`src/sctf_pkg.sv`:
```
// shared constants for the secure chain telegram framer
package sctf_pkg;
	// ----------------------------------------------------------------
	// telegram codes
	// ----------------------------------------------------------------
	localparam logic [7:0] ADDR_WRAP_CODE = 8'ha6;
	localparam logic [7:0] SEC_CHAIN_CODE = 8'h33;
	// ----------------------------------------------------------------
	// widths and field sizes
	// ----------------------------------------------------------------
	localparam int BYTE_W = 8;
	localparam int RLC_W = 32;
	localparam int IDX_W = 6;
	localparam int CHAIN_ID_W = 2;
	localparam int WINDOW_W = 4;
	localparam int FIFO_DEPTH = 8;
	localparam logic [7:0] NODE_ID_BYTES = 8'h04;
	localparam logic [7:0] LEN_FIELD_BYTES = 8'h02;
	localparam logic [7:0] FIELD_LONG_BYTES = 8'h04;
	localparam logic [7:0] FIELD_SHORT_BYTES = 8'h03;
	// payload room per segment once wrapped with the destination
	localparam logic [7:0] FIRST_DATA_MAX = 8'h05;
	localparam logic [7:0] MID_DATA_MAX = 8'h08;
	localparam logic [7:0] LAST_MAX_LONG = 8'h05;
	localparam logic [7:0] LAST_MAX_SHORT = 8'h07;
	localparam logic [23:0] SHORT_MASK = 24'hffffff;
	// ----------------------------------------------------------------
	// reset values
	// ----------------------------------------------------------------
	localparam logic [RLC_W-1:0] RLC_RESET = 32'h0000_0000;
	localparam logic [IDX_W-1:0] IDX_RESET = 6'h00;
endpackage : sctf_pkg

```
`src/sctf_fifo.sv`:
```
// payload byte fifo with valid/ready on both sides
`timescale 1ns/1ps
`default_nettype none
module sctf_fifo #(
	parameter int W = 8,
	parameter int DEPTH = 8
) (
	// clock and reset
	input wire logic i_clk,
	input wire logic i_arst_n,
	input wire logic i_clk_en,
	// fill side
	input wire logic i_in_valid,
	output logic o_in_ready,
	input wire logic [W-1:0] i_in_data,
	// drain side
	output logic o_out_valid,
	input wire logic i_out_ready,
	output logic [W-1:0] o_out_data
);
	localparam int AW = $clog2(DEPTH);

	logic [W-1:0] mem [DEPTH];
	logic [AW:0] wr_q;
	logic [AW:0] rd_q;
	logic push;
	logic pop;

	// extra pointer bit tells full from empty
	assign o_in_ready = (wr_q[AW] == rd_q[AW]) || (wr_q[AW-1:0] != rd_q[AW-1:0]);
	assign o_out_valid = wr_q != rd_q;
	assign o_out_data = mem[rd_q[AW-1:0]];
	assign push = i_clk_en && i_in_valid && o_in_ready;
	assign pop = i_clk_en && o_out_valid && i_out_ready;

	always_ff @(posedge i_clk) begin
		if (push) begin
			mem[wr_q[AW-1:0]] <= i_in_data;
		end
	end

	always_ff @(posedge i_clk or negedge i_arst_n) begin
		if (!i_arst_n) begin
			wr_q <= '0;
			rd_q <= '0;
		end else begin
			if (push) begin
				wr_q <= wr_q + 1'b1;
			end
			if (pop) begin
				rd_q <= rd_q + 1'b1;
			end
		end
	end
endmodule : sctf_fifo
`default_nettype wire

```
`src/sctf_top.sv`:
```
// secure chain telegram framer: addressed chain builder and signature/replay checker
//
// Overview of operation
// - Each segment opens with the addressed-wrapper code, then the secure chain code; destination id precedes sender id.
// - The chain control byte holds a 2-bit chain id and a 6-bit segment index counting up from zero, 63 at most.
// - Intermediary segments drop the length and type fields but keep both 4-byte ids, the status byte and the check byte.
// - The last segment carries 0 to 7 payload bytes, a 3 or 4 byte signature, then a 3 or 4 byte rolling code, then the ids.
// - The secure chain is laid out first and each segment is then wrapped with the wrapper code and destination id.
// - A final segment that overflows once wrapped is split into an intermediary and a final addressed segment.
// - The computed signature travels in the same telegram as the content.
// - The receiver recomputes the signature and accepts only when it equals the received one.
// - The receiver stores the last accepted rolling code and rejects any code not later than it.
// - The rolling code is a counter that steps by one per transmitted message at the sender; the receiver jumps to each accepted code.
// - The current rolling code feeds the initialization vector used with the key.
// - One shared symmetric key serves both encryption and decryption; no public key scheme exists here.
// - On a signature miss with an implicit code the receiver tries successive future codes up to the window and stores a match.
`timescale 1ns/1ps
`default_nettype none
module sctf_top
	import sctf_pkg::*;
(
	// clock, reset, enable
	input wire logic I_CORE_CLK,
	input wire logic I_ARST_N,
	input wire logic I_CLK_EN,
	// chain request
	input wire logic I_TX_START,
	output logic O_TX_START_READY,
	input wire logic [7:0] I_TX_LEN,
	input wire logic [CHAIN_ID_W-1:0] I_TX_CHAIN_ID,
	input wire logic [7:0] I_TX_RADIO_TELEGRAM_TYPE,
	input wire logic [31:0] I_DEST_NODE_ID,
	input wire logic [31:0] I_SRC_NODE_ID,
	input wire logic [7:0] I_TX_STATUS,
	input wire logic I_SHORT_FIELDS,
	// payload in
	input wire logic I_PAY_VALID,
	output logic O_PAY_READY,
	input wire logic [7:0] I_PAY_DATA,
	// telegram byte stream out
	output logic O_TX_VALID,
	input wire logic I_TX_READY,
	output logic [7:0] O_TX_DATA,
	output logic O_TX_FIRST,
	output logic O_TX_LAST,
	output logic O_TX_DONE,
	// rolling codes
	input wire logic I_RLC_LOAD,
	input wire logic [RLC_W-1:0] I_RLC_TX_INIT,
	input wire logic [RLC_W-1:0] I_RLC_RX_INIT,
	output logic [RLC_W-1:0] O_TX_ROLLING_CODE,
	output logic [RLC_W-1:0] O_RX_ROLLING_CODE,
	// signature engine (holds the shared key)
	output logic O_SIG_REQ,
	output logic [RLC_W-1:0] O_SIG_IV,
	input wire logic I_SIG_VALID,
	input wire logic [31:0] I_SIG_VALUE,
	// receive check
	input wire logic I_RX_CHECK,
	output logic O_RX_READY,
	input wire logic [31:0] I_RX_SIG,
	input wire logic I_RX_RLC_EXPLICIT,
	input wire logic [RLC_W-1:0] I_RX_RLC,
	input wire logic [WINDOW_W-1:0] I_RLC_WINDOW,
	output logic O_RX_AUTH_OK,
	output logic O_RX_AUTH_FAIL,
	output logic O_RX_REPLAY
);
	// ----------------------------------------------------------------
	// types and helpers
	// ----------------------------------------------------------------
	typedef enum logic [1:0] {TX_IDLE, TX_SIG, TX_RUN} sctf_tx_t;
	typedef enum logic {RX_IDLE, RX_WAIT} sctf_rx_t;
	typedef enum logic [3:0] {F_WRAP, F_TYPE, F_CTRL, F_LEN, F_RADIO_TELEGRAM_TYPE, F_DATA,
		F_SIG, F_RLC, F_DEST, F_SRC, F_STAT, F_CHK} sctf_fld_t;

	// short mode keeps 24 bits of codes and signatures
	function automatic logic [31:0] rlc_mask(input logic [31:0] v, input logic short_m);
		rlc_mask = short_m ? {8'h00, v[23:0] & SHORT_MASK} : v;
	endfunction : rlc_mask

	function automatic logic [7:0] pick(input logic [31:0] w, input logic [7:0] k);
		logic [31:0] s;
		s = w >> {k[1:0], 3'b000};
		pick = s[7:0];
	endfunction : pick

	sctf_tx_t tx_st_q;
	sctf_rx_t rx_st_q;
	sctf_fld_t fld_q, fld_d;
	logic [7:0] cnt_q, flen, byte_d, rem_q, seg_n_q, len_q, radio_telegram_type_q, stat_q, chk_q;
	logic [7:0] cap, last_max, plan_n, fn;
	logic [IDX_W-1:0] idx_q;
	logic [CHAIN_ID_W-1:0] cid_q;
	logic [31:0] dest_q, src_q, sig_q, rsig_q;
	logic [RLC_W-1:0] tx_rlc_q, rx_rlc_q, cand_q, rx_iv;
	logic [WINDOW_W-1:0] tries_q;
	logic short_q, last_q, plan_last, out_v_q, first_q, lastb_q, done_q;
	logic ok_q, fail_q, replay_q, sig_req_q;
	logic [7:0] out_q;
	logic [RLC_W-1:0] iv_q;
	logic fifo_v, load, fld_end, start_ok, rx_go, rx_bad, tx_sig_go, rx_sig_go, sig_hit;
	logic [7:0] fifo_d;

	// ----------------------------------------------------------------
	// payload fifo
	// ----------------------------------------------------------------
	sctf_fifo #(.W(BYTE_W), .DEPTH(FIFO_DEPTH)) u_fifo (
		.i_clk(I_CORE_CLK),
		.i_arst_n(I_ARST_N),
		.i_clk_en(I_CLK_EN),
		.i_in_valid(I_PAY_VALID),
		.o_in_ready(O_PAY_READY),
		.i_in_data(I_PAY_DATA),
		.o_out_valid(fifo_v),
		.i_out_ready(load && fld_q == F_DATA),
		.o_out_data(fifo_d)
	);

	// ----------------------------------------------------------------
	// request acceptance
	// ----------------------------------------------------------------
	// only one of transmit and check owns the signature engine at a time
	// hold off a new chain while the rolling code steps, so the next chain never reuses the old code
	assign O_TX_START_READY = tx_st_q == TX_IDLE && rx_st_q == RX_IDLE && !done_q;
	assign O_RX_READY = O_TX_START_READY;
	assign start_ok = I_CLK_EN && I_TX_START && O_TX_START_READY;
	assign rx_go = I_CLK_EN && I_RX_CHECK && O_RX_READY && !I_TX_START;
	assign rx_bad = I_RX_RLC_EXPLICIT && rlc_mask(I_RX_RLC, I_SHORT_FIELDS) <= rx_rlc_q;

	// ----------------------------------------------------------------
	// segment planning
	// ----------------------------------------------------------------
	assign fn = short_q ? FIELD_SHORT_BYTES : FIELD_LONG_BYTES;
	assign cap = (idx_q == IDX_RESET) ? FIRST_DATA_MAX : MID_DATA_MAX;
	assign last_max = short_q ? LAST_MAX_SHORT : LAST_MAX_LONG;
	// an overflowing remainder goes out as one more intermediary first
	assign plan_last = idx_q != IDX_RESET && rem_q <= last_max;
	assign plan_n = (plan_last || rem_q < cap) ? rem_q : cap;

	always_comb begin
		byte_d = 8'h00;
		flen = 8'h01;
		fld_d = fld_q;
		unique case (fld_q)
			F_WRAP: begin
				byte_d = ADDR_WRAP_CODE;
				fld_d = F_TYPE;
			end
			F_TYPE: begin
				byte_d = SEC_CHAIN_CODE;
				fld_d = F_CTRL;
			end
			F_CTRL: begin
				byte_d = {cid_q, idx_q};
				if (idx_q == IDX_RESET) begin
					fld_d = F_LEN;
				end else if (seg_n_q != 8'h00) begin
					fld_d = F_DATA;
				end else begin
					fld_d = last_q ? F_SIG : F_DEST;
				end
			end
			F_LEN: begin
				byte_d = (cnt_q == 8'h00) ? 8'h00 : len_q;
				flen = LEN_FIELD_BYTES;
				fld_d = F_RADIO_TELEGRAM_TYPE;
			end
			F_RADIO_TELEGRAM_TYPE: begin
				byte_d = radio_telegram_type_q;
				fld_d = (seg_n_q != 8'h00) ? F_DATA : F_DEST;
			end
			F_DATA: begin
				byte_d = fifo_d;
				flen = seg_n_q;
				fld_d = last_q ? F_SIG : F_DEST;
			end
			F_SIG: begin
				byte_d = pick(sig_q, fn - 8'h01 - cnt_q);
				flen = fn;
				fld_d = F_RLC;
			end
			F_RLC: begin
				byte_d = pick(tx_rlc_q, fn - 8'h01 - cnt_q);
				flen = fn;
				fld_d = F_DEST;
			end
			F_DEST: begin
				byte_d = pick(dest_q, NODE_ID_BYTES - 8'h01 - cnt_q);
				flen = NODE_ID_BYTES;
				fld_d = F_SRC;
			end
			F_SRC: begin
				byte_d = pick(src_q, NODE_ID_BYTES - 8'h01 - cnt_q);
				flen = NODE_ID_BYTES;
				fld_d = F_STAT;
			end
			F_STAT: begin
				byte_d = stat_q;
				fld_d = F_CHK;
			end
			F_CHK: begin
				byte_d = chk_q;
				fld_d = F_WRAP;
			end
			default: begin
				fld_d = F_WRAP;
			end
		endcase
	end

	assign fld_end = cnt_q == flen - 8'h01;
	// a starved payload fifo stalls the stream rather than padding it
	assign load = I_CLK_EN && tx_st_q == TX_RUN && (!out_v_q || I_TX_READY) && !(fld_q == F_DATA && !fifo_v);

	// ----------------------------------------------------------------
	// transmit sequencing
	// ----------------------------------------------------------------
	always_ff @(posedge I_CORE_CLK or negedge I_ARST_N) begin
		if (!I_ARST_N) begin
			tx_st_q <= TX_IDLE;
		end else if (I_CLK_EN) begin
			if (start_ok) begin
				tx_st_q <= TX_SIG;
			end else if (tx_st_q == TX_SIG && I_SIG_VALID) begin
				tx_st_q <= TX_RUN;
			end else if (load && fld_q == F_CHK && last_q) begin
				tx_st_q <= TX_IDLE;
			end
		end
	end

	always_ff @(posedge I_CORE_CLK or negedge I_ARST_N) begin
		if (!I_ARST_N) begin
			fld_q <= F_WRAP;
			cnt_q <= 8'h00;
			idx_q <= IDX_RESET;
			rem_q <= 8'h00;
			seg_n_q <= 8'h00;
			last_q <= 1'b0;
			chk_q <= 8'h00;
		end else if (start_ok) begin
			fld_q <= F_WRAP;
			cnt_q <= 8'h00;
			idx_q <= IDX_RESET;
			rem_q <= I_TX_LEN;
		end else if (load) begin
			fld_q <= fld_end ? fld_d : fld_q;
			cnt_q <= fld_end ? 8'h00 : cnt_q + 8'h01;
			chk_q <= (fld_q == F_WRAP) ? byte_d : chk_q ^ byte_d;
			if (fld_q == F_WRAP) begin
				seg_n_q <= plan_n;
				last_q <= plan_last;
			end
			if (fld_q == F_DATA) begin
				rem_q <= rem_q - 8'h01;
			end
			if (fld_q == F_CHK && !last_q) begin
				idx_q <= idx_q + 1'b1;
			end
		end
	end

	always_ff @(posedge I_CORE_CLK or negedge I_ARST_N) begin
		if (!I_ARST_N) begin
			len_q <= 8'h00;
			cid_q <= '0;
			radio_telegram_type_q <= 8'h00;
			dest_q <= 32'h0000_0000;
			src_q <= 32'h0000_0000;
			stat_q <= 8'h00;
			short_q <= 1'b0;
			sig_q <= 32'h0000_0000;
		end else if (I_CLK_EN) begin
			if (start_ok || rx_go) begin
				short_q <= I_SHORT_FIELDS;
			end
			if (start_ok) begin
				len_q <= I_TX_LEN;
				cid_q <= I_TX_CHAIN_ID;
				radio_telegram_type_q <= I_TX_RADIO_TELEGRAM_TYPE;
				dest_q <= I_DEST_NODE_ID;
				src_q <= I_SRC_NODE_ID;
				stat_q <= I_TX_STATUS;
			end
			if (tx_st_q == TX_SIG && I_SIG_VALID) begin
				sig_q <= rlc_mask(I_SIG_VALUE, short_q);
			end
		end
	end

	// registered output byte stage
	always_ff @(posedge I_CORE_CLK or negedge I_ARST_N) begin
		if (!I_ARST_N) begin
			out_v_q <= 1'b0;
			out_q <= 8'h00;
			first_q <= 1'b0;
			lastb_q <= 1'b0;
			done_q <= 1'b0;
		end else if (I_CLK_EN) begin
			done_q <= load && fld_q == F_CHK && last_q;
			if (load) begin
				out_v_q <= 1'b1;
				out_q <= byte_d;
				first_q <= fld_q == F_WRAP;
				lastb_q <= fld_q == F_CHK;
			end else if (I_TX_READY) begin
				out_v_q <= 1'b0;
			end
		end
	end

	// ----------------------------------------------------------------
	// rolling codes
	// ----------------------------------------------------------------
	always_ff @(posedge I_CORE_CLK or negedge I_ARST_N) begin
		if (!I_ARST_N) begin
			tx_rlc_q <= RLC_RESET;
		end else if (I_CLK_EN) begin
			if (I_RLC_LOAD) begin
				tx_rlc_q <= I_RLC_TX_INIT;
			end else if (done_q) begin
				tx_rlc_q <= rlc_mask(tx_rlc_q + 32'h1, short_q);
			end
		end
	end

	// ----------------------------------------------------------------
	// receive check with rolling code window
	// ----------------------------------------------------------------
	// the engine holds the single symmetric key for both directions
	assign sig_hit = rlc_mask(I_SIG_VALUE, short_q) == rlc_mask(rsig_q, short_q);
	assign tx_sig_go = start_ok;
	assign rx_sig_go = (rx_go && !rx_bad) || (rx_st_q == RX_WAIT && I_SIG_VALID && !sig_hit && tries_q > 4'h1);
	assign rx_iv = (rx_st_q == RX_WAIT) ? rlc_mask(cand_q + 32'h1, short_q)
		: I_RX_RLC_EXPLICIT ? rlc_mask(I_RX_RLC, I_SHORT_FIELDS) : rlc_mask(rx_rlc_q + 32'h1, I_SHORT_FIELDS);

	always_ff @(posedge I_CORE_CLK or negedge I_ARST_N) begin
		if (!I_ARST_N) begin
			rx_st_q <= RX_IDLE;
			cand_q <= RLC_RESET;
			tries_q <= '0;
			rsig_q <= 32'h0000_0000;
			ok_q <= 1'b0;
			fail_q <= 1'b0;
			replay_q <= 1'b0;
		end else if (I_CLK_EN) begin
			ok_q <= 1'b0;
			fail_q <= 1'b0;
			replay_q <= 1'b0;
			if (rx_go && rx_bad) begin
				fail_q <= 1'b1;
				replay_q <= 1'b1;
			end else if (rx_go) begin
				rx_st_q <= RX_WAIT;
				cand_q <= rx_iv;
				rsig_q <= I_RX_SIG;
				tries_q <= (I_RX_RLC_EXPLICIT || I_RLC_WINDOW == '0) ? 4'h1 : I_RLC_WINDOW;
			end else if (rx_st_q == RX_WAIT && I_SIG_VALID) begin
				if (sig_hit) begin
					ok_q <= 1'b1;
					rx_st_q <= RX_IDLE;
				end else if (tries_q > 4'h1) begin
					cand_q <= rx_iv;
					tries_q <= tries_q - 4'h1;
				end else begin
					fail_q <= 1'b1;
					rx_st_q <= RX_IDLE;
				end
			end
		end
	end

	always_ff @(posedge I_CORE_CLK or negedge I_ARST_N) begin
		if (!I_ARST_N) begin
			rx_rlc_q <= RLC_RESET;
		end else if (I_CLK_EN) begin
			if (I_RLC_LOAD) begin
				rx_rlc_q <= I_RLC_RX_INIT;
			end else if (rx_st_q == RX_WAIT && I_SIG_VALID && sig_hit) begin
				rx_rlc_q <= cand_q;
			end
		end
	end

	// ----------------------------------------------------------------
	// signature engine request
	// ----------------------------------------------------------------
	always_ff @(posedge I_CORE_CLK or negedge I_ARST_N) begin
		if (!I_ARST_N) begin
			sig_req_q <= 1'b0;
			iv_q <= RLC_RESET;
		end else if (I_CLK_EN) begin
			if (tx_sig_go) begin
				sig_req_q <= 1'b1;
				iv_q <= tx_rlc_q;
			end else if (rx_sig_go) begin
				sig_req_q <= 1'b1;
				iv_q <= rx_iv;
			end else if (I_SIG_VALID) begin
				sig_req_q <= 1'b0;
			end
		end
	end

	assign O_TX_VALID = out_v_q;
	assign O_TX_DATA = out_q;
	assign O_TX_FIRST = first_q;
	assign O_TX_LAST = lastb_q;
	assign O_TX_DONE = done_q;
	assign O_TX_ROLLING_CODE = tx_rlc_q;
	assign O_RX_ROLLING_CODE = rx_rlc_q;
	assign O_SIG_REQ = sig_req_q;
	assign O_SIG_IV = iv_q;
	assign O_RX_AUTH_OK = ok_q;
	assign O_RX_AUTH_FAIL = fail_q;
	assign O_RX_REPLAY = replay_q;

	// ----------------------------------------------------------------
	// checks
	// ----------------------------------------------------------------
	logic [7:0] pos_q, acc_q;
	logic [IDX_W-1:0] seg_cnt_q;
	logic acc_ok;
	assign acc_ok = I_CLK_EN && out_v_q && I_TX_READY;
	always_ff @(posedge I_CORE_CLK or negedge I_ARST_N) begin
		if (!I_ARST_N) begin
			pos_q <= 8'h00;
			acc_q <= 8'h00;
			seg_cnt_q <= IDX_RESET;
		end else begin
			if (start_ok) begin
				seg_cnt_q <= IDX_RESET;
			end else if (acc_ok && lastb_q) begin
				seg_cnt_q <= seg_cnt_q + 1'b1;
			end
			if (acc_ok) begin
				pos_q <= lastb_q ? 8'h00 : pos_q + 8'h01;
				acc_q <= first_q ? out_q : acc_q ^ out_q;
			end
		end
	end

	chk_wrap_first: assert property (@(posedge I_CORE_CLK) disable iff (!I_ARST_N)
		out_v_q && pos_q == 8'h00 |-> first_q && out_q == ADDR_WRAP_CODE)
		else $error("segment does not open with wrapper code");
	chk_chain_type: assert property (@(posedge I_CORE_CLK) disable iff (!I_ARST_N)
		out_v_q && pos_q == 8'h01 |-> out_q == SEC_CHAIN_CODE)
		else $error("second byte is not the secure chain code");
	chk_ctrl_index: assert property (@(posedge I_CORE_CLK) disable iff (!I_ARST_N)
		out_v_q && pos_q == 8'h02 |-> out_q[IDX_W-1:0] == seg_cnt_q && out_q[7:6] == cid_q)
		else $error("chain control byte wrong");
	chk_check_byte: assert property (@(posedge I_CORE_CLK) disable iff (!I_ARST_N)
		out_v_q && lastb_q |-> out_q == acc_q)
		else $error("check byte mismatch");
	chk_rlc_step: assert property (@(posedge I_CORE_CLK) disable iff (!I_ARST_N)
		I_CLK_EN && done_q && !I_RLC_LOAD |=> tx_rlc_q == rlc_mask($past(tx_rlc_q) + 32'h1, short_q))
		else $error("transmit rolling code did not step by one");
	chk_iv_source: assert property (@(posedge I_CORE_CLK) disable iff (!I_ARST_N)
		start_ok |=> sig_req_q && iv_q == $past(tx_rlc_q) && tx_st_q == TX_SIG)
		else $error("iv is not the transmit rolling code");
	chk_replay_reject: assert property (@(posedge I_CORE_CLK) disable iff (!I_ARST_N)
		rx_go && rx_bad |=> fail_q && replay_q && rx_st_q == RX_IDLE)
		else $error("stale rolling code not rejected");
	chk_auth_accept: assert property (@(posedge I_CORE_CLK) disable iff (!I_ARST_N)
		I_CLK_EN && rx_st_q == RX_WAIT && I_SIG_VALID && sig_hit && !I_RLC_LOAD |=> ok_q && rx_rlc_q == $past(cand_q))
		else $error("matching signature not accepted");
	chk_fail_hold: assert property (@(posedge I_CORE_CLK) disable iff (!I_ARST_N)
		fail_q && !$past(I_RLC_LOAD) |-> !ok_q && $stable(rx_rlc_q))
		else $error("failure changed stored rolling code");
endmodule : sctf_top
`default_nettype wire

```
`config.mk`:
```
export PLATFORM = sky130hd
export DESIGN_NAME = sctf_top
export DESIGN_NICKNAME = d
export VERILOG_FILES = /design/src/sctf_pkg.sv /design/src/sctf_fifo.sv /design/src/sctf_top.sv
export SDC_FILE = /design/constraint.sdc
export NUM_CORES = 1
export LEC_CHECK = 0
export BUFFER_PORTS_ARGS = -buffer_cell sky130_fd_sc_hd__buf_2
export CAP_MARGIN = 10
export CORE_UTILIZATION = 40
export CTS_BUF_LIST = sky130_fd_sc_hd__clkbuf_4 sky130_fd_sc_hd__clkbuf_8 sky130_fd_sc_hd__clkbuf_16
export DETAILED_ROUTE_END_ITERATION = 7
export MAX_ROUTING_LAYER = met4
export SYNTH_ARGS = -nofsm -noshare
export SYNTH_HDL_FRONTEND = slang
export SYNTH_SLANG_ARGS = --single-unit
```
`constraint.sdc`:
```
create_clock -name I_CORE_CLK -period 4 [get_ports I_CORE_CLK]
set_clock_uncertainty 0.2 [all_clocks]
set_input_delay 0 -clock I_CORE_CLK [delete_from_list [all_inputs] [get_ports I_CORE_CLK]]
set_output_delay 0 -clock I_CORE_CLK [all_outputs]
set_load 0.01 [all_outputs]
```
==> impl_summary.md, run 1 <==
Logic synthesis
Yosys printed 0 warnings. The cell count after synthesis is ~2.4k. Ranked by instance count, the synthesized netlist is headed by sky130_fd_sc_hd__nand2_1, sky130_fd_sc_hd__dfrtp_1, sky130_fd_sc_hd__o21ai_0. After synthesis, the share of flip-flops with an asynchronous set or reset is 84.80%.

The post-synth design cell area is about 23000 um^2. For this run, the register share of the synthesized area comes to 47.02%. Each instance of the synthesized netlist takes up on average between 9 and 10 um^2. In this run, synthesis inferred 64 flip-flops with an integrated enable. By area the synthesized netlist is led by sky130_fd_sc_hd__dfrtp_1, sky130_fd_sc_hd__nand2_1, sky130_fd_sc_hd__edfxtp_1.

sky130_fd_sc_hd__dfrtp_1 takes more of the synthesized area than any other cell. The count of state elements after synthesis is 421. Summed over its instances, the top area cell type makes up 38.70% of the synthesized netlist area. The synthesized net count is 2694. Among all cell types in the netlist, the one instantiated most often is sky130_fd_sc_hd__nand2_1. The distinct cell type count after synthesis is 87. The dominant register cell in the synthesized netlist is sky130_fd_sc_hd__dfrtp_1.

Clocking
The number of buffers created by CTS is 48. The clock sink count is between 400 and 500. Counting along the longest clock path gives a buffer depth of 3. The clock network latency to the later pin of the worst-skew pair is 590 ps.

The count of H-tree levels built during CTS is 2. The number of setup buffers added after CTS is 0. The CTS tree is built.

Clock tree synthesis selected as its root buffer the cell sky130_fd_sc_hd__clkbuf_16. The clock transition at the registers of the reported paths is approximately 60 ps.

Setup path
The worst register-to-register path has a setup slack of 240 ps. In this run the worst path has a maximum fanout of 56. The worst setup path is captured at a flip-flop. At the worst endpoint, the required time is between 4000 and 5000 ps.

The startpoint type of the worst setup path is a flip-flop. Data on the critical path arrives at its endpoint at roughly 4000 ps. The worst setup path is of the reg2reg kind.

Drt
The number of remaining DRC errors is 0. The average vias per placed instance is between 5 and 6. The iteration count of the initial detailed-routing pass is 7. The final layout contains routed wiring with a total length of about 84000 um. The routed length per placed instance is about 21 um. The detailed router's first-iteration violation count is 1534. The detail route stage leaves a number of antenna-violating nets equal to 0.

The count of vias placed by the detailed router is between 20k and 25k.

STA
The peak clock frequency supported by timing is about 0.27 GHz. Setup repair after global routing left no endpoint under its margin. The hold violation count in the final report is 0. Measured against its own limit, the worst slew margin works out to between 30% and 40%. The total count of max-transition violations in the final report is 0.

The final-layout setup total negative slack is 0 ps. The final worst-path cycle share is between 90% and 100%. The worst-margin pin slew is ~910 ps. The number of setup violations in the final report is 0. The minimum period implied by the final worst setup slack is 3765 ps.

Run status
The run finished with clean final reports.

Power
The static leakage is ~0.014 uW. The net switching power is around 7400 uW. The part of the power in combinational logic is a little under two fifths. The total power per unit cell area is just over 600 nW/um^2. The switching portion of total power is between 30% and 40%.

Internal power comes to 12080 uW. The clock network is responsible for 23.7% of the overall power. The part of the total power dissipated in sequential elements is 38.1%. VDD sags by at most roughly 340 uV.

Final layout
Once layout is complete, the cells apart from fillers number roughly 4k. The signed area change from the synthesized netlist to the final layout is 38.50%. The final layout net count is about 3.5k. Cells with a size suffix above 1 make up 22.04% of the layout.

Floorplanning
The initial core utilization is 40.70%. The die height is 242.2 um. Measured along the x axis, the die boundary spans ~240 um. The floorplan step defined a die boundary enclosing between 50000 and 60000 um^2. 388 I/O pins were placed.

The number of cell rows is a little under 90. The core outline area is between 50000 and 60000 um^2.

Placement
Including well taps, the total number of placed cells is about 3.5k. After legalization and detailed placement, the total HPWL measured 57350 um. The routability congestion estimate from global placement is 0.9633. During placement, the flow inserted port buffers numbering 387.

Hold path
The class of the tightest hold or removal check is in2reg.

GRT
The number of global-route vias before repair is between 20k and 25k. The number of antenna violations at the first check in global routing is 6. The first global-routing pass estimated about 130000 um of wire. Summed over all layers, the global routing overflow is 0.

Entering global routing, the biggest net connects approximately 100 pins. In the global route stage, overall resource usage came out at 29.36%.

Run
The tool flagged a number of max-cap violations equal to 0.
-- cell type report --
cell class              instances  area, um^2
fillers                      4790       24740
well taps                     756       945.9
flip-flops and latches        421       10860
multi-input cells            1755       11500
diodes                          8       20.02
repair buffers                877        6763
clock inverters                19       227.7
clock buffers                  65        1414
inverters                      66       247.7
-- placed cells by master, fill, tap and decap left out, drive strengths merged, types with 18 or more instances in the layout --
cell	instances
inv	67
nand4	41
nor3	45
mux2	89
nand2	532
o22ai	20
a21oi	106
nor4	30
xnor2	91
nand3	55
nor2b	18
dlygate4sd3	424
clkbuf	65
ha	49
nor2	129
xor2	35
and3	22
buf	453
o21ai	177
mux4	48
dfrtp	357
mux2i	93
edfxtp	64
-- cells by family (layout without fill, tap and decap cells) --
group	Yosys count	after routing	synth area share [%]
XOR/XNOR	126	126	4.813
flip-flops	421	421	47.02
adder cells (fa/ha/maj)	49	49	2.656
AND/OR/NAND/NOR	929	929	18.26
buffers and inverters	196	1027	3.387
multiplexers	230	230	13.06
other	0	8	0
AO/OA/AOI/OAI	421	421	10.80
-- registers in the layout (all words and copies together) (netlist names), 32 cells and up --
register           flops
rsig_q                32
sig_q                 32
O_RX_ROLLING_CODE     32
u_fifo.mem            64
O_TX_ROLLING_CODE     32
cand_q                32
dest_q                32
src_q                 32
O_SIG_IV              32
-- path summary, 6_finish.rpt --
| kind | startpoint | endpoint | cells after the start |
|---|---|---|---|
| max in group asynchronous | I_ARST_N | O_TX_ROLLING_CODE[18]$_DFFE_PN0P_ | 4 |
| worst min-delay path | I_RX_SIG[26] | rsig_q[26]$_DFFE_PN0P_ | 3 |
| worst min register to register | dest_q[6]$_DFFE_PN0P_ | dest_q[6]$_DFFE_PN0P_ | 2 |
| worst max-delay path | O_RX_ROLLING_CODE[13]$_DFFE_PN0P_ | tries_q[0]$_DFFE_PN0P_ | 12 |
| worst max register to register | O_RX_ROLLING_CODE[13]$_DFFE_PN0P_ | tries_q[0]$_DFFE_PN0P_ | 12 |
| min in group asynchronous | I_ARST_N | rsig_q[15]$_DFFE_PN0P_ | 4 |
-- layer usage --
metal | global-route usage (%) | wire, um | vias up
li1 | - | - | 9983
met1 | 38.30 | 36330 | 10679
met2 | 46.71 | 39610 | 858
met3 | 4.619 | 5404 | 162
met4 | 9.680 | 2699 | 0
met5 | - | 0 | -
-- power by group through the flow --
stage,clock network (uW),logic (uW),registers (uW)
after global placement,0,6720,7340
after global routing,4870,8130,7580
after detailed placement,0,6830,7420
after floorplan,0,4600,6930
final,4620,7430,7410
after CTS,4700,7350,7340
-- stage by stage --
step | utilization, % | worst slack (ps) | instance area [um^2] | hold WS [ps] | power (uW)
3_3_place_gp | 45.90 | 535.9 | 26030 | -102.3 | 14070
3_5_place_dp | 45.90 | 339.8 | 26030 | -100.2 | 14250
2_1_floorplan | - | 724.7 | 23080 | -495.6 | 11540
5_1_grt | 56.36 | 48.38 | 31970 | 17.53 | 20570
6_report | 56.38 | 235.2 | 31970 | 21.29 | 19470
4_1_cts | 56.32 | 217.0 | 31940 | 0.006217 | 19400
-- what timing repair did --
item / in CTS / in global routing
hold buffers: 425 / 0
gates resized for setup: 0 / 2
hold endpoints to repair: 684 / 0
endpoints found under the setup margin: 0 / 3
-- critical path, cell delays in order (launching register included) --
cell and delay [ps]:
sky130_fd_sc_hd__dfrtp_1 480, sky130_fd_sc_hd__inv_1 70, sky130_fd_sc_hd__ha_1 320, sky130_fd_sc_hd__a21o_1 160, sky130_fd_sc_hd__a21o_1 160, sky130_fd_sc_hd__a221oi_1 310, sky130_fd_sc_hd__o211ai_1 260, sky130_fd_sc_hd__o31ai_4 470
sky130_fd_sc_hd__nand2_2 80, sky130_fd_sc_hd__buf_6 250, sky130_fd_sc_hd__o21ai_0 210, sky130_fd_sc_hd__a31oi_1 50, sky130_fd_sc_hd__dlygate4sd3_1 570
Note: power is estimated with default switching activity, not from simulation.
==> run 2, diff against run 1 <==
Settings changed: ABC_AREA set to 1.
==> impl_summary.md, run 2 <==
GRT
The pin count of the biggest net entering global routing is a little over 100. The number of global-route vias before repair came to approximately 25k. The global-route wire length before repair is roughly 150000 um. The met1 capacity usage during global routing is roughly two fifths. The overall fraction of global-route tracks in use is roughly a third.

The number of antenna violations at the first check in global routing is 7. Global routing consumed, on the met3 layer, around 5.6% of the routing resources. In this run the most used layer during global routing was met2. Global routing used between 40% and 50% of the available met2 tracks. Summed over all layers, the global routing overflow is 0.

Logic synthesis
The cell count after synthesis is between 3k and 4k. The commonest cells after synthesis are sky130_fd_sc_hd__nand2_1, sky130_fd_sc_hd__dfrtp_1, sky130_fd_sc_hd__o21ai_0. The number of enable-type register cells in the synthesized netlist is 64.

Summed over all instances, the cell type with the most area after synthesis is sky130_fd_sc_hd__dfrtp_1. The post-synthesis sequential area ratio is approximately 45%. In the synthesized netlist the dominant register cell turns out to be sky130_fd_sc_hd__dfrtp_1. After synthesis, the netlist uses between 50 and 60 different library cells. The cell area that synthesis handed to floorplanning was 24280 um^2. The count of state elements after synthesis is 421.

Yosys attributes the largest share of cell area to sky130_fd_sc_hd__dfrtp_1, sky130_fd_sc_hd__nand2_1, sky130_fd_sc_hd__edfxtp_1. Yosys printed 0 warnings. The share of flip-flops with an asynchronous set or reset is 84.80%. The synthesized net count is between 3k and 4k. The top-area cell type share of the netlist area is a little under two fifths. The cell with the most instances after synthesis is sky130_fd_sc_hd__nand2_1. The mean instance size in the synthesized netlist is 7.408 um^2.

STA
The hold violation count in the final report is 0. Adding up every negative setup slack in the final design gives 0 ps. The total count of max-transition violations in the final report is 0.

At the pin with the least slew margin, the transition time is 1122 ps. The final worst-path cycle share is between 90% and 100%. The minimum period implied by the final worst setup slack is about 3800 ps. Setup violations remaining at the end of the flow were counted as 0. Derived from the worst setup path, the maximum achievable clock frequency is 0.2667 GHz. Setup repair after global routing left no endpoint under its margin. Setup slack closes at roughly 250 ps. The relative max-transition margin is 24.94%.

Drt
The count of vias placed by the detailed router is around 26k. The post-detailed-routing wire length is a little under 100000 um. Once detail routing completed, the nets flagged for antenna violations numbered 0. The number of remaining DRC errors is 0.

The iteration count of the initial detailed-routing pass is 6. The detailed router's first-iteration violation count is around 2.2k. In the final routed layout, each cell accounts on average for 19.81 um. Using the TritonRoute via totals, the vias-per-cell ratio works out to 5.364.

Power
Across the VDD grid, the largest voltage drop is 388.6 uV. The analysis attributes to cell leakage a power of roughly 0.016 uW. The total power per unit cell area is 581.5 nW/um^2.

Run
Max-cap violations in this run came to 0.

Setup path
Data on the critical path arrives at its endpoint at between 4000 and 5000 ps. The start-to-end type of the worst setup path is reg2reg. In this run the worst path has a maximum fanout of 30. Tracing the worst setup path back leads to its startpoint at O_TX_DONE$_DFFE_PN0P_. The largest individual stage delay along the critical path comes from the cell sky130_fd_sc_hd__dlygate4sd3_1.

The worst setup path is launched from a flip-flop. The launch instance of the worst register-to-register path is O_TX_DONE$_DFFE_PN0P_. The worst setup path is captured at a flip-flop.

Walking the worst path, the cells encountered are inv_1 -> nand4_1 -> inv_1 -> nand4_1 -> inv_1 -> buf_4 -> nand2_1 -> o22ai_1 -> dlygate4sd3_1 -> nand3_1 -> dlygate4sd3_1 -> nand2_1. On the worst path, the slowest cell contributes a delay of 610 ps. Data on the critical path is required at its endpoint by about 4400 ps. The most prevalent standard cell on the critical path is sky130_fd_sc_hd__inv_1.

Placement
The worst setup slack before clock tree synthesis is between 600 and 700 ps. Once placement finished, the instance area stood at around 27000 um^2. The routability congestion estimate from global placement is approximately 1. The half-perimeter wire length of the detailed placement result is about 67000 um. The port buffer count is 387.

Floorplanning
The die covers 61680 um^2. The die height is around 250 um. The die width is 248.4 um.

The I/O pin count is around 390. The core region is a little under 60000 um^2. The initial utilization of the core area, before any placement, comes to slightly above 40%. The number of cell rows is roughly 90.

Final layout
In the layout the commonest cells are sky130_fd_sc_hd__nand2_1, sky130_fd_sc_hd__dlygate4sd3_1, sky130_fd_sc_hd__buf_2. Summing all flip-flop and latch instances after layout gives about 11000 um^2. The design area is ~33000 um^2. The number of fill cells is approximately 5.6k. The most common cell after layout, fill and taps aside is sky130_fd_sc_hd__nand2_1. Summing all multi-input logic gate instances after layout gives about 12000 um^2.

The register with the most flip-flops in the layout has between 60 and 70 of them. From synthesis to final layout, the design area changed by 37.96%. The post-route netlist has between 10% and 20% of its cells at a drive strength greater than 1. At the end of the flow, the number of nets in the layout was between 4k and 5k.

Hold path
The startpoint identified for the worst hold timing path is I_RX_SIG[25]. The class of the tightest hold or removal check is in2reg.

Clocking
Clock-pin slew was measured on the worst setup and hold paths at 60 ps. Counting the buffers created by CTS gives 49. The count of H-tree levels built during CTS is 2. Clock tree synthesis selected as its root buffer the cell sky130_fd_sc_hd__clkbuf_16.

For the worst-skew pair, the clock arrives at the later sink with an insertion delay of 620 ps. CTS saw around 420 sinks. The CTS tree is built. The number of setup buffers added after CTS is 0.

No sink is reached through more buffers than the 3 on the longest clock path.

Run status
The flow ran to the end, and the final reports show no timing, DRC or antenna violations.
==> run 2: cell types whose count changed in the layout (fill, tap and decap cells not counted), sizes merged, moves of 26 or more <==
cell / change
mux2i: -76
mux4: -48
xnor2: -51
mux2: -89
nand3: +225
nand2: +499
inv: +227
o21ai: +142
nor2: +157
o211ai: +26
dlygate4sd3: +54
==> run 2: cell families (layout without fill, tap and decap cells) <==
family / count (synthesis) / after routing / share of synthesized area (%)
other: 0 / 6 / 0
DFF: 421 / 421 / 44.71
buffers and inverters: 443 / 1299 / 7.164
and+or+nand+nor: 1698 / 1698 / 28.96
AOI/OAI and AO/OA: 557 / 557 / 12.61
adders and majority gates: 49 / 49 / 2.525
muxes: 17 / 17 / 0.7009
xor gates and xnor gates: 92 / 92 / 3.319
==> run 2: power by group <==
group	internal (uW)	leakage (uW)	switching, uW
registers	5800	0.00503	1310
logic	2880	0.0102	4770
clock network	2740	0.000835	1980
==> run 2: final timing paths <==
check	to	slack, ps	depth (start not counted)
max	tries_q[1]$_DFFE_PN0P_	250	12
min	rsig_q[25]$_DFFE_PN0P_	4	4
max reg2reg	tries_q[1]$_DFFE_PN0P_	250	12
min reg2reg	O_SIG_IV[26]$_DFFE_PN0P_	270	2
max in group asynchronous	O_TX_DATA[3]$_DFFE_PN0P_	2670	4
min in group asynchronous	stat_q[0]$_DFFE_PN0P_	390	4
==> run 2: layer usage <==
metal	vias up	wire, um
met5	-	0
met2	1124	44330
li1	12392	-
met4	0	4453
met3	277	6893
met1	12557	41620
==> run 2: critical path: cells and delay by family (launching register included) <==
| kind | cells | cell delay, ps |
|---|---|---|
| AO/OA/AOI/OAI | 1 | 160 |
| buffers and inverters | 6 | 2090 |
| flip-flops | 1 | 390 |
| AND/OR/NAND/NOR | 5 | 850 |
==> run 2: through the flow <==
step	total power, uW	cells	utilization, %	hold slack (ps)
after floorplan	11350	3277	-	-495.6
after global placement	13900	4337	45.41	-41.88
after detailed placement	13990	4337	45.41	-42.92
after CTS	19290	4906	56.30	0.5445
after global routing	20690	4912	56.32	23.06
final	19480	4912	56.32	3.571
==> run 2: repair_timing <==
item	CTS	global route
hold buffers	479	0
hold endpoints to repair	716	0
gates resized for setup	0	0
==> run 2: layout make-up <==
cell class,instances,area share (%)
Antenna cell,6,0.04483
Clock buffer,61,4.061
Clock inverter,29,0.9003
Inverter,297,3.336
Multi-Input combinational cell,2413,34.96
Sequential cell,421,32.41
Tap cell,773,2.888
Timing Repair Buffer,912,21.40
